==> config.mk <==
export PLATFORM = sky130hd
export DESIGN_NAME = usf_top
export DESIGN_NICKNAME = d
export VERILOG_FILES = /design/src/shared/usf_pkg.sv /design/src/rtl/usf_sync.sv /design/src/rtl/usf_rto.sv /design/src/rtl/usf_top.sv
export SDC_FILE = /design/constraint.sdc
export NUM_CORES = 1
export LEC_CHECK = 0
export BUFFER_PORTS_ARGS = -buffer_cell sky130_fd_sc_hd__buf_2
export CORE_MARGIN = 2
export CORE_UTILIZATION = 58
export DETAILED_ROUTE_END_ITERATION = 6
export HOLD_SLACK_MARGIN = 0.1
export PLACE_DENSITY_LB_ADDON = 0.25
export SYNTH_ARGS = -nofsm -noshare
export SYNTH_HDL_FRONTEND = slang
export SYNTH_SLANG_ARGS = --single-unit
==> constraint.sdc <==
create_clock -name clk_sys -period 5.5 [get_ports clk_sys]
set_input_delay 0.275 -clock clk_sys [delete_from_list [all_inputs] [get_ports clk_sys]]
set_output_delay 0.275 -clock clk_sys [all_outputs]
set_load 0.02 [all_outputs]
==> src/shared/usf_pkg.sv <==
// Summary of operation
// - Set rx timeout flag, status bit 11, when timeout lapses without line activity.
// - Rx timeout flag clears only by writing one to its clear bit.
// - Interrupt requested while rx timeout flag and its enable are both one.
// - Gap equal to timeout sets nothing; gap over timeout plus two samples sets flag.
// - Timeout counter runs with receiver off; flag sets only while receiver on.
// - In smartcard mode the timeout measures character or block waiting time.
// - Status bit 10 is the inverse of the clear-to-send input pin.
// - With flow control on, any toggle of that input sets change flag, bit 9.
// - LIN break detection sets break flag, bit 8; write-one clear; maskable interrupt.
// - Transmit-empty flag, bit 7, sets on shift load, clears on a data write unless a shift load comes in the same cycle.
// - Smartcard T=0 flush request sets transmit-empty and discards pending data.
// - Interrupt requested while transmit-empty flag and its enable are both one.
// - Features not built read their status bits as zero.
// - Receive data at 0x24 shows the character in bits 8:0, upper bits zero.
// - With parity on, the receive MSB read holds the received parity bit.
// - Transmit data at 0x28 takes the character in bits 8:0.
// - With parity on, written MSB is ignored and computed parity sent instead.
package usf_pkg;
	// ==========================================================
	// Register byte offsets
	localparam logic [7:0] USF_CTRL_ONE_OFF = 8'h00;
	localparam logic [7:0] USF_RTO_VAL_OFF = 8'h14;
	localparam logic [7:0] USF_REQ_OFF = 8'h18;
	localparam logic [7:0] USF_STAT_OFF = 8'h1C;
	localparam logic [7:0] USF_CLR_OFF = 8'h20;
	localparam logic [7:0] USF_RXD_OFF = 8'h24;
	localparam logic [7:0] USF_TXD_OFF = 8'h28;
	localparam logic [7:0] USF_EVT_OFF = 8'h2C;
	localparam logic [7:0] USF_MASK_OFF = 8'h30;
	// ==========================================================
	// Status, clear, enable and mask bit positions (shared layout)
	localparam int USF_B_RTO = 11;
	localparam int USF_B_CTS = 10;
	localparam int USF_B_FLOW_CHG = 9;
	localparam int USF_B_LBD = 8;
	localparam int USF_B_TX_EMPTY = 7;
	// Control-one bits
	localparam int USF_C_RX_ON = 0;
	localparam int USF_C_PAR_ON = 1;
	localparam int USF_C_NINE = 2;
	localparam int USF_C_OVS8 = 3;
	localparam int USF_C_FLOW_ON = 4;
	localparam int USF_C_SCARD = 5;
	localparam int USF_C_T0 = 6;
	// Request register bit
	localparam int USF_R_FLUSH = 0;
	// ==========================================================
	// Widths and timing
	localparam int USF_CHAR_W = 9;
	localparam int USF_RTO_W = 24;
	localparam int USF_SAMPLE_MARGIN = 2;
	localparam logic [31:0] USF_ZERO = 32'h0000_0000;
	localparam logic [11:0] USF_CTRL_RST = 12'h000;
endpackage : usf_pkg

==> src/rtl/usf_sync.sv <==
`timescale 1ns/1ps
// Two-flop synchroniser for one level
module usf_sync (
	input wire logic clk, // Clock
	input wire logic rst_n, // Active-low reset
	input wire logic d, // Asynchronous level
	output logic q // Synchronised level
);
	logic meta_q;
	// ==========================================================
	// Only the second flop is read outside; resets to the idle-high level
	// of a low-active pin so that no false edge follows reset
	always_ff @(posedge clk or negedge rst_n) begin
		if (!rst_n) begin
			meta_q <= 1'b1;
			q <= 1'b1;
		end else begin
			meta_q <= d;
			q <= meta_q;
		end
	end
endmodule : usf_sync

==> src/rtl/usf_rto.sv <==
`timescale 1ns/1ps
// Receiver-timeout counter in bit times, with sample-time margin
module usf_rto
	import usf_pkg::*;
#(
	parameter int CNT_W = usf_pkg::USF_RTO_W // Timeout width in bits
) (
	input wire logic clk, // Clock
	input wire logic rst_n, // Active-low reset
	input wire logic sample_tick, // One pulse per sample time
	input wire logic ovs8, // Eight samples per bit
	input wire logic activity, // Line activity restarts count
	input wire logic [CNT_W-1:0] limit, // Timeout in bit times
	output logic expired // Timeout plus margin passed
);
	// Refuse widths that the padded threshold arithmetic cannot hold
	if (CNT_W < 1 || CNT_W > 28) begin : g_bad_width
		$error("usf_rto: CNT_W out of range");
	end
	logic [CNT_W+4:0] cnt_q;
	logic [CNT_W+4:0] thr;
	logic [CNT_W+4:0] pad;
	// Threshold in samples: limit times oversampling plus margin
	assign pad = (CNT_W+5)'(USF_SAMPLE_MARGIN);
	assign thr = ovs8 ? ({2'b00, limit, 3'b000} + pad) :
		({1'b0, limit, 4'b0000} + pad);
	// Counts regardless of receiver state; saturates past threshold
	always_ff @(posedge clk or negedge rst_n) begin
		if (!rst_n) begin
			cnt_q <= '0;
		end else if (activity) begin
			cnt_q <= '0;
		end else if (sample_tick && cnt_q <= thr) begin
			cnt_q <= cnt_q + 1'b1;
		end
	end
	assign expired = (cnt_q > thr);
endmodule : usf_rto

==> src/rtl/usf_top.sv <==
`timescale 1ns/1ps
// Status flags and data registers of the serial transceiver
module usf_top
	import usf_pkg::*;
#(
	parameter bit HAS_RTO = 1'b1, // Timeout feature built
	parameter bit HAS_FLOW = 1'b1, // Flow control built
	parameter bit HAS_LIN = 1'b1 // LIN break built
) (
	input wire logic clk_sys, // 25 MHz clock
	input wire logic rst_n, // Async active-low reset
	input wire logic psel, // APB select
	input wire logic penable, // APB enable
	input wire logic pwrite, // APB direction
	input wire logic [7:0] paddr, // APB byte address
	input wire logic [31:0] pwdata, // APB write data
	output logic [31:0] prdata, // APB read data
	output logic pready, // APB ready
	output logic pslverr, // APB error
	input wire logic cts_n_pin, // Clear-to-send pin, low active
	input wire logic sample_tick, // Sample-time enable pulse
	input wire logic rx_activity, // Receive line activity pulse
	input wire logic lin_brk_det, // LIN break detected pulse
	input wire logic rx_char_valid, // Received character pulse
	input wire logic [usf_pkg::USF_CHAR_W-1:0] rx_char_in, // Received
	input wire logic tx_load_ack, // Shift register took data
	output logic tx_char_valid, // Pending character present
	output logic [usf_pkg::USF_CHAR_W-1:0] tx_char_out, // Char to shift
	output logic receiver_on, // Receiver enable
	output logic flow_control_on, // Flow control enable
	output logic irq // Level interrupt
);
	// ==========================================================
	// Reset release
	logic rst_s1_q;
	logic rst_s_n;
	always_ff @(posedge clk_sys or negedge rst_n) begin
		if (!rst_n) begin
			rst_s1_q <= 1'b0;
			rst_s_n <= 1'b0;
		end else begin
			rst_s1_q <= 1'b1;
			rst_s_n <= rst_s1_q;
		end
	end

	// ==========================================================
	// Bus decode: single-cycle answer, never wait states
	wire acc = psel && penable;
	wire wr = acc && pwrite;
	wire rd = acc && !pwrite;
	wire hit_ctrl = (paddr == USF_CTRL_ONE_OFF);
	wire hit_rto = (paddr == USF_RTO_VAL_OFF);
	wire hit_req = (paddr == USF_REQ_OFF);
	wire hit_stat = (paddr == USF_STAT_OFF);
	wire hit_clr = (paddr == USF_CLR_OFF);
	wire hit_rxd = (paddr == USF_RXD_OFF);
	wire hit_txd = (paddr == USF_TXD_OFF);
	wire hit_evt = (paddr == USF_EVT_OFF);
	wire hit_mask = (paddr == USF_MASK_OFF);
	wire mapped = hit_ctrl | hit_rto | hit_req | hit_stat | hit_clr |
		hit_rxd | hit_txd | hit_evt | hit_mask;
	assign pready = 1'b1;
	assign pslverr = acc && !mapped;

	// ==========================================================
	// Control registers
	logic [11:0] ctrl_q;
	logic [USF_RTO_W-1:0] rto_val_q;
	logic [31:0] mask_q;
	always_ff @(posedge clk_sys or negedge rst_s_n) begin
		if (!rst_s_n) begin
			ctrl_q <= USF_CTRL_RST;
			rto_val_q <= '0;
			mask_q <= USF_ZERO;
		end else begin
			if (wr && hit_ctrl) ctrl_q <= pwdata[11:0];
			if (wr && hit_rto) rto_val_q <= pwdata[USF_RTO_W-1:0];
			if (wr && hit_mask) mask_q <= pwdata;
		end
	end
	// Enable bits share the status layout inside control-one
	wire rx_timeout_irq_en = ctrl_q[USF_B_RTO];
	wire flow_change_irq_en = ctrl_q[USF_B_FLOW_CHG];
	wire lin_brk_irq_en = ctrl_q[USF_B_LBD];
	wire tx_empty_irq_en = ctrl_q[USF_B_TX_EMPTY];
	wire parity_on = ctrl_q[USF_C_PAR_ON];
	wire nine_bit = ctrl_q[USF_C_NINE];
	wire scard = ctrl_q[USF_C_SCARD];
	wire t0_mode = ctrl_q[USF_C_T0];
	assign receiver_on = ctrl_q[USF_C_RX_ON];
	assign flow_control_on = ctrl_q[USF_C_FLOW_ON] && HAS_FLOW;

	// ==========================================================
	// Clear-to-send input crossing
	logic cts_n_s;
	logic cts_n_d1_q;
	usf_sync u_cts_sync (
		.clk(clk_sys),
		.rst_n(rst_s_n),
		.d(cts_n_pin),
		.q(cts_n_s)
	);
	always_ff @(posedge clk_sys or negedge rst_s_n) begin
		if (!rst_s_n) cts_n_d1_q <= 1'b1;
		else cts_n_d1_q <= cts_n_s;
	end
	wire cts_level = HAS_FLOW && !cts_n_s;
	wire cts_toggle = (cts_n_s != cts_n_d1_q) && flow_control_on;

	// ==========================================================
	// Timeout: in smartcard mode the programmed value is the CWT/BWT,
	// counted the same way from the last character edge
	logic rto_expired;
	usf_rto #(
		.CNT_W(USF_RTO_W)
	) u_rto (
		.clk(clk_sys),
		.rst_n(rst_s_n),
		.sample_tick(sample_tick),
		.ovs8(ctrl_q[USF_C_OVS8]),
		.activity(rx_activity || (scard && rx_char_valid)),
		.limit(rto_val_q),
		.expired(rto_expired)
	);
	// Level gated by receiver enable so a lapsed count sets at once
	logic rto_seen_q;
	always_ff @(posedge clk_sys or negedge rst_s_n) begin
		if (!rst_s_n) rto_seen_q <= 1'b0;
		else if (!rto_expired) rto_seen_q <= 1'b0;
		else if (receiver_on) rto_seen_q <= 1'b1;
	end
	wire rto_set = HAS_RTO && rto_expired && receiver_on &&
		!rto_seen_q;

	// ==========================================================
	// Sticky flags; set wins over clear; status writes have no effect
	wire clr_wr = wr && hit_clr;
	logic rto_flag_q;
	logic flow_flag_q;
	logic brk_flag_q;
	always_ff @(posedge clk_sys or negedge rst_s_n) begin
		if (!rst_s_n) begin
			rto_flag_q <= 1'b0;
			flow_flag_q <= 1'b0;
			brk_flag_q <= 1'b0;
		end else begin
			if (rto_set) rto_flag_q <= 1'b1;
			else if (clr_wr && pwdata[USF_B_RTO]) rto_flag_q <= 1'b0;
			if (cts_toggle) flow_flag_q <= 1'b1;
			else if (clr_wr && pwdata[USF_B_FLOW_CHG]) flow_flag_q <= 1'b0;
			if (lin_brk_det && HAS_LIN) brk_flag_q <= 1'b1;
			else if (clr_wr && pwdata[USF_B_LBD]) brk_flag_q <= 1'b0;
		end
	end

	// ==========================================================
	// Transmit holding register and empty flag
	wire txd_wr = wr && hit_txd;
	wire flush = wr && hit_req && pwdata[USF_R_FLUSH] && scard && t0_mode;
	logic txe_q;
	logic [USF_CHAR_W-1:0] tx_hold_q;
	logic [USF_CHAR_W-1:0] tx_char_d;
	// Parity replaces the MSB: bit 8 in 9-bit frames, else bit 7
	function automatic logic [USF_CHAR_W-1:0] usf_par_fix(
		input logic [USF_CHAR_W-1:0] c, input logic nine, input logic pon);
		logic [USF_CHAR_W-1:0] r;
		r = c;
		if (pon && nine) r[8] = ^c[7:0];
		else if (pon) begin
			r[7] = ^c[6:0];
			r[8] = 1'b0;
		end
		return r;
	endfunction : usf_par_fix
	assign tx_char_d = usf_par_fix(pwdata[USF_CHAR_W-1:0], nine_bit,
		parity_on);
	// Write while full simply overwrites; software must wait for empty
	always_ff @(posedge clk_sys or negedge rst_s_n) begin
		if (!rst_s_n) begin
			txe_q <= 1'b1;
			tx_hold_q <= '0;
		end else begin
			if (txd_wr) tx_hold_q <= tx_char_d;
			if (flush || (tx_load_ack && !txe_q)) txe_q <= 1'b1;
			else if (txd_wr) txe_q <= 1'b0;
		end
	end
	assign tx_char_valid = !txe_q;
	assign tx_char_out = tx_hold_q;

	// ==========================================================
	// Receive data register; MSB holds received parity as delivered
	logic [USF_CHAR_W-1:0] rx_hold_q;
	always_ff @(posedge clk_sys or negedge rst_s_n) begin
		if (!rst_s_n) rx_hold_q <= '0;
		else if (rx_char_valid) rx_hold_q <= rx_char_in;
	end

	// ==========================================================
	// Status word and interrupt event register (cleared on read)
	logic [31:0] stat_w;
	always_comb begin
		stat_w = USF_ZERO;
		stat_w[USF_B_RTO] = rto_flag_q && HAS_RTO;
		stat_w[USF_B_CTS] = cts_level;
		stat_w[USF_B_FLOW_CHG] = flow_flag_q && HAS_FLOW;
		stat_w[USF_B_LBD] = brk_flag_q && HAS_LIN;
		stat_w[USF_B_TX_EMPTY] = txe_q;
	end
	logic [31:0] evt_q;
	logic [31:0] evt_set;
	always_comb begin
		evt_set = USF_ZERO;
		evt_set[USF_B_RTO] = rto_set;
		evt_set[USF_B_FLOW_CHG] = cts_toggle;
		evt_set[USF_B_LBD] = lin_brk_det && HAS_LIN;
		evt_set[USF_B_TX_EMPTY] = flush || (tx_load_ack && !txe_q);
	end
	wire evt_rd = rd && hit_evt;
	always_ff @(posedge clk_sys or negedge rst_s_n) begin
		if (!rst_s_n) evt_q <= USF_ZERO;
		else evt_q <= evt_set | (evt_rd ? USF_ZERO : evt_q);
	end

	// Flag interrupts gated by enables, event interrupts by mask
	wire flag_irq = (rto_flag_q && rx_timeout_irq_en) ||
		(flow_flag_q && flow_change_irq_en) ||
		(brk_flag_q && lin_brk_irq_en) ||
		(txe_q && tx_empty_irq_en);
	logic irq_q;
	always_ff @(posedge clk_sys or negedge rst_s_n) begin
		if (!rst_s_n) irq_q <= 1'b0;
		else irq_q <= flag_irq || |(evt_q & mask_q);
	end
	assign irq = irq_q;

	// ==========================================================
	// Read mux; status offset read-only, writes dropped
	logic [31:0] rdata_d;
	always_comb begin
		rdata_d = USF_ZERO;
		case (1'b1)
			hit_ctrl: rdata_d = {20'h00000, ctrl_q};
			hit_rto: rdata_d = {8'h00, rto_val_q};
			hit_stat: rdata_d = stat_w;
			hit_rxd: rdata_d = {23'h000000, rx_hold_q};
			hit_txd: rdata_d = {23'h000000, tx_hold_q};
			hit_evt: rdata_d = evt_q;
			hit_mask: rdata_d = mask_q;
			default: rdata_d = USF_ZERO;
		endcase
	end
	assign prdata = rd ? rdata_d : USF_ZERO;
endmodule : usf_top

Yosys cells after proc, flatten, opt, wreduce, memory -nomap -nowiden. Index checks and enable logic that the tools add are counted. Widths: inputs -> output; s select.

Register bits after elaboration: 158. Latch bits: 0. Memory bits (writable): 0. Memory bits (read-only): 0. Input port bits: 60. Output and inout bits: 47. Memories kept: 0.

Add/subtract/negate cells: 3. $mul: 0. Div/mod/pow operators: 0. Magnitude comparators: 2. Equal/unequal tests: 10. Shift operators: 0. Multiplexer cells: 25. Bitwise gates (word level): 10. Reduce and logical (&&, ||, !) cells: 48.

Operators by type and width (count): $mux 32 (9); $mux 29 (3); $eq 8x6->1 const B (5); $and 32x32->32 (1); $or 12x32->32 (1); $reduce_or 32->1 (1); $add 28x2->29 const B (1); $add 29x1->29 const B (1); $gt 29x29->1 (1); $le 29x29->1 (1); $add 27x2->28 const B (1); $logic_and 1x1->1 (28); $eq 8x5->1 const B (3); $mux 1 (12); $reduce_bool 2->1 (5); $logic_not 8->1 (1); $or 1x1->1 (8); $reduce_xor 8->1 (1); $reduce_xor 7->1 (1); $logic_or 1x1->1 (6); $logic_not 1->1 (5); $mux 2 (1); $ne 2x2->1 const B (1); $ne 1x1->1 (1).

Depth between registers and ports, before layout.
Depth in word-level cells: 11. Gate-level depth with buffers: 12. Depth with buffers taken out: 9.

Cells and area by module. From an unflattened synthesis, not the netlist that was laid out.

Cells, all modules: 670. Area, all modules: 7367.1 um^2.

Modules (own cells, without submodules): usf_top (times used 1, cells each 392, area each 4854.7 um^2, sequential area each 2479.9 um^2); usf_rto (times used 1, cells each 276, area each 2459.9 um^2, sequential area each 725.7 um^2); usf_sync (times used 1, cells each 2, area each 52.6 um^2, sequential area each 52.6 um^2).

Worst setup path after synthesis. Ideal clock, no wire load.

Path type: register to register. From: register ctrl_q[3]. To: register u_rto.cnt_q[20]. Setup time: 0.132 ns. Arrival time: 2.916 ns. Data required time: 5.368 ns. Path slack: 2.452 ns. Stages on the path, launching flop included: 13. Buffers on the path: 3. Clock period less this slack: 3.048 ns. Cells stage by stage: dfrtp_1 > clkbuf_1 > clkbuf_1 > mux2i_1 > ha_1 > a21oi_1 > o21ai_0 > a211oi_1 > o21ai_0 > buf_2 > nor4b_1 > xnor2_1 > nor2_1.

Cells in the longest elaborated chain, start to end: 4.

RTL lines: start, declared (line usf_top.sv:68) `logic [11:0] ctrl_q;`; start signal, assigned (line usf_top.sv:77) `if (wr && hit_ctrl) ctrl_q <= pwdata[11:0];`; $mux 29 (line usf_rto.sv:25) `assign thr = ovs8 ? ({2'b00, limit, 3'b000} + pad) :`; $le 29x29->1 (line usf_rto.sv:33) `end else if (sample_tick && cnt_q <= thr) begin`; $logic_and 1x1->1 (line usf_rto.sv:33); $reduce_bool 2->1 (no source line); end signal, assigned (line usf_rto.sv:34) `cnt_q <= cnt_q + 1'b1;`; end, declared (line usf_rto.sv:20) `logic [CNT_W+4:0] cnt_q;`.

No other way between the ends. A chain may end at the register's enable or synchronous reset.

Worst setup path after layout.
From: register ctrl_q[3]. To: register u_rto.cnt_q[16].

The elaborated chain is that of the path after synthesis.

==> metrics.txt <==
Via-to-Cell Ratio=approximately 6.1; Die Width=~110 um; Internal=roughly 1800 uW; number of H-tree branching levels=4; reg-to-reg critical path startpoint=ctrl_q[3]$_DFFE_PN0P_; Seq. cell area=0.00326 mm^2; Sw Share=about 22%; met2 routing resource usage after global routing=46.9%; Crit Path Max Fanout=27; final-report hold violation count=0; Antenna Diode Count=0; sequential cell area fraction in the yosys report=a little under half; transition time at the pin with the least slew margin=1.27 ns; FILL cells=862; Final Power=2360 uW; busiest layer in global routing=met2; aggregate routed wire length=18200 um; clock input transition at the sequential cells of the worst setup and hold paths=0.06 ns; final critical-path share of the clock period=71.4%; number of nets with antenna violations after routing=0; number of enable-type register cells in the synthesized netlist=0; library cells used by synthesis=61; commonest cells after routing, fill and taps aside=sky130_fd_sc_hd__dfrtp_1 (125), sky130_fd_sc_hd__buf_2 (105), sky130_fd_sc_hd__mux2_2 (65), sky130_fd_sc_hd__nor2_1 (56), sky130_fd_sc_hd__nand2_1 (48); Max Clk Rate=254 MHz; Leakage=between 0.003 and 0.004 uW; synthesis-stage register bit count=130; number of warnings reported in the yosys synthesis log=0; wire length of the first global-routing pass=28800 um; required time worst endpoint=slightly below 6 ns; switching pwr=528 uW; starting density of the core=between 50 and 60%; count of buffers from port buffering=around 110; clk sink count=between 100 and 150; area of combinational cells with multiple inputs=0.00366 mm^2; total CTS buffers=17; TritonCTS clock tree=built; area delta synth->final=20.2%; Worst Setup Start Kind=register; die outline height=~110 um; count of nets after finishing=~840; final-report max-slew violation count=0; worst setup margin=~1.6 ns; overall routing resource usage=around 29%; outcome=complete, no violations; maximum resistive drop on vdd=0.283 mV; post-synth design cell area=slightly above 0.007 mm^2; number of cell rows=40; Hold Path Class=input pin to register; RD Place Congestion=about 0.95; post-layout minimum cycle time=between 3 and 4 ns; Primary FF master, synth=sky130_fd_sc_hd__dfrtp_1; met1 layer usage reported by global route=between 30% and 40%; vias post-DR=5544; core outline area=roughly 0.012 mm^2; average instance area after synthesis=11.3 um^2; number of I/O pins=about 110; Critical Path Start=ctrl_q[3]$_DFFE_PN0P_; sum of negative setup slack=0 ns; maximum clock insertion buffer count=2; Hold Worst Slack=between 0.1 and 0.15 ns; vias in the first global route=between 5k and 6k; max cap viols=0; share of post-route cells with drive strength above 1=about a third; maximum number of pins on one net before global-route repair=76; leading cell type in the layout, fill and taps excluded=sky130_fd_sc_hd__dfrtp_1; DR WL/cell=20.0 um; setup repair after global routing missed its margin=no; Power Density=roughly 280 mW/mm^2; final count of negative-setup-slack endpoints=0; detailed-routing iteration count for the pre-antenna-repair pass=6; die area=0.0132 mm^2; Resized Gates After CTS=0; critical path type=register to register; Worst Setup Slack post-DPL=between 1.5 and 2 ns; instance count of the mapped netlist=between 600 and 700; overall overflow remaining after global route=0; met3 track demand over resource=under 10%; normalized max-slew margin=15.7%; beginning of the worst hold path=pwdata[17]; insertion delay to the later sink of the worst-skew pair=~0.43 ns; DRC violation count after routing=0; Async S/R FF share, synth=100%; data arrival time of the critical path=around 4.2 ns; antenna violations before repair=0; buffer count from post-CTS setup fixing=0; Iteration-0 DRC Markers=between 400 and 500; Post-DP HPWL=12200 um; type of destination of the critical path=register; Comb power frac=under 10%; sequential cell fraction of total power=42.7%; cell at the root of the clock tree=sky130_fd_sc_hd__clkbuf_16; setup clock skew after layout=between 0.009 and 0.01 ns; Clk network pwr share=50.7%
[cell usage after synthesis, types with 3 or more instances]
cell type | count | area share, %
sky130_fd_sc_hd__buf_4 | 3 | 0.32
sky130_fd_sc_hd__nand2_1 | 48 | 2.5
sky130_fd_sc_hd__a21oi_1 | 17 | 1.2
sky130_fd_sc_hd__nor3_1 | 12 | 0.84
sky130_fd_sc_hd__and3_1 | 13 | 1.1
sky130_fd_sc_hd__buf_2 | 9 | 0.63
sky130_fd_sc_hd__xnor2_1 | 28 | 3.4
sky130_fd_sc_hd__inv_1 | 5 | 0.26
sky130_fd_sc_hd__mux2_2 | 65 | 10
sky130_fd_sc_hd__and4_1 | 5 | 0.61
sky130_fd_sc_hd__clkbuf_1 | 21 | 1.1
sky130_fd_sc_hd__mux2i_1 | 28 | 3.9
sky130_fd_sc_hd__xor2_1 | 5 | 0.61
sky130_fd_sc_hd__nand2b_1 | 5 | 0.44
sky130_fd_sc_hd__dfrtp_1 | 126 | 44
sky130_fd_sc_hd__nand4_1 | 8 | 0.70
sky130_fd_sc_hd__a21o_1 | 6 | 0.63
sky130_fd_sc_hd__nand3_1 | 10 | 0.70
sky130_fd_sc_hd__nor2b_1 | 3 | 0.26
sky130_fd_sc_hd__nor2_1 | 57 | 3.0
sky130_fd_sc_hd__mux2_4 | 20 | 4.2
sky130_fd_sc_hd__nor4_1 | 7 | 0.61
sky130_fd_sc_hd__a22oi_1 | 20 | 2.1
sky130_fd_sc_hd__nor3b_1 | 3 | 0.32
sky130_fd_sc_hd__o21ai_0 | 11 | 0.77
sky130_fd_sc_hd__a222oi_1 | 9 | 1.3
sky130_fd_sc_hd__a211oi_1 | 4 | 0.42
sky130_fd_sc_hd__a31oi_1 | 9 | 0.79
sky130_fd_sc_hd__dfstp_2 | 4 | 1.5
sky130_fd_sc_hd__ha_1 | 27 | 4.7
sky130_fd_sc_hd__nor4b_1 | 5 | 0.61
[per-layer routing]
metal | wire length [um] | vias up
met5 | 0 | -
met4 | 355 | 0
met3 | 1160 | 29
met2 | 8990 | 226
met1 | 7690 | 2738
li1 | - | 2551
[worst max-delay path, cell delays in order (launching register included)]
cell                      delay [ns]
sky130_fd_sc_hd__dfrtp_1        1.19
sky130_fd_sc_hd__mux2i_1        0.23
sky130_fd_sc_hd__ha_1           0.39
sky130_fd_sc_hd__nand4_1        0.18
sky130_fd_sc_hd__nor2_1         0.17
sky130_fd_sc_hd__o21ai_0        0.14
sky130_fd_sc_hd__a31oi_2        1.01
sky130_fd_sc_hd__nor4b_1        0.18
sky130_fd_sc_hd__xnor2_1        0.23
sky130_fd_sc_hd__nor2_1         0.06
[cell families after synthesis]
kind of cell	count (synthesis)	synth area share (%)
XOR/XNOR	33	4.05
flip-flops	130	45.7
multiplexers	114	18.6
other	1	0.0526
AND/OR/NAND/NOR	193	14.7
AO/OA/AOI/OAI	92	9.13
buffers and inverters	42	3.09
adder cells (fa/ha/maj)	27	4.74
[area by class of cell]
type	instances	share of cell area, %
multi-input cells	461	42.7
flip-flops and latches	130	38.1
repair buffers	136	9.58
clock buffers	22	5.42
well taps	147	2.15
clock inverters	10	1.83
inverters	6	0.263
[power by group through the flow]
stage / clock network, uW / logic (uW) / registers (uW)
global placement: 0 / 136 / 1020
finish: 1200 / 157 / 1010
floorplan: 0 / 80.2 / 1020
CTS: 1200 / 157 / 1010
global route: 1250 / 172 / 1010
detailed placement: 0 / 142 / 1020
[sequential cells by signal, summed over array words and instances (netlist names), 4 cells and up]
| signal | cells |
|---|---|
| tx_char_out | 9 |
| mask_q | 32 |
| rto_val_q | 24 |
| evt_q | 4 |
| ctrl_q | 12 |
| rx_hold_q | 9 |
| u_rto.cnt_q | 29 |
[through the flow]
stage          instances  util [%]  instance area (um^2)
5_1_grt              912      71.3                  8570
3_5_place_dp         855      64.1                  7690
3_3_place_gp         855      64.1                  7690
2_1_floorplan        633         -                  7130
4_1_cts              912      71.3                  8570
6_report             912      71.3                  8570
[path summary, 6_finish.rpt]
kind	end	slack, ns	depth (start not counted)
min in group asynchronous	rst_s_n$_DFF_PN0_	0.15	2
max reg2reg	u_rto.cnt_q[16]$_DFFE_PN0P_	1.57	9
min	rto_val_q[17]$_DFFE_PN0P_	0.11	2
max in group asynchronous	flow_flag_q$_DFFE_PN0P_	3.73	1
max	u_rto.cnt_q[16]$_DFFE_PN0P_	1.57	9
min reg2reg	rst_s_n$_DFF_PN0_	0.35	0
[repair_timing]
item / 4_1_cts / 5_1_grt
hold buffers: 25 / 0
setup endpoints to repair: 0 / 0
hold endpoints to repair: 29 / 0
Note: power is estimated with default switching activity, not from simulation.
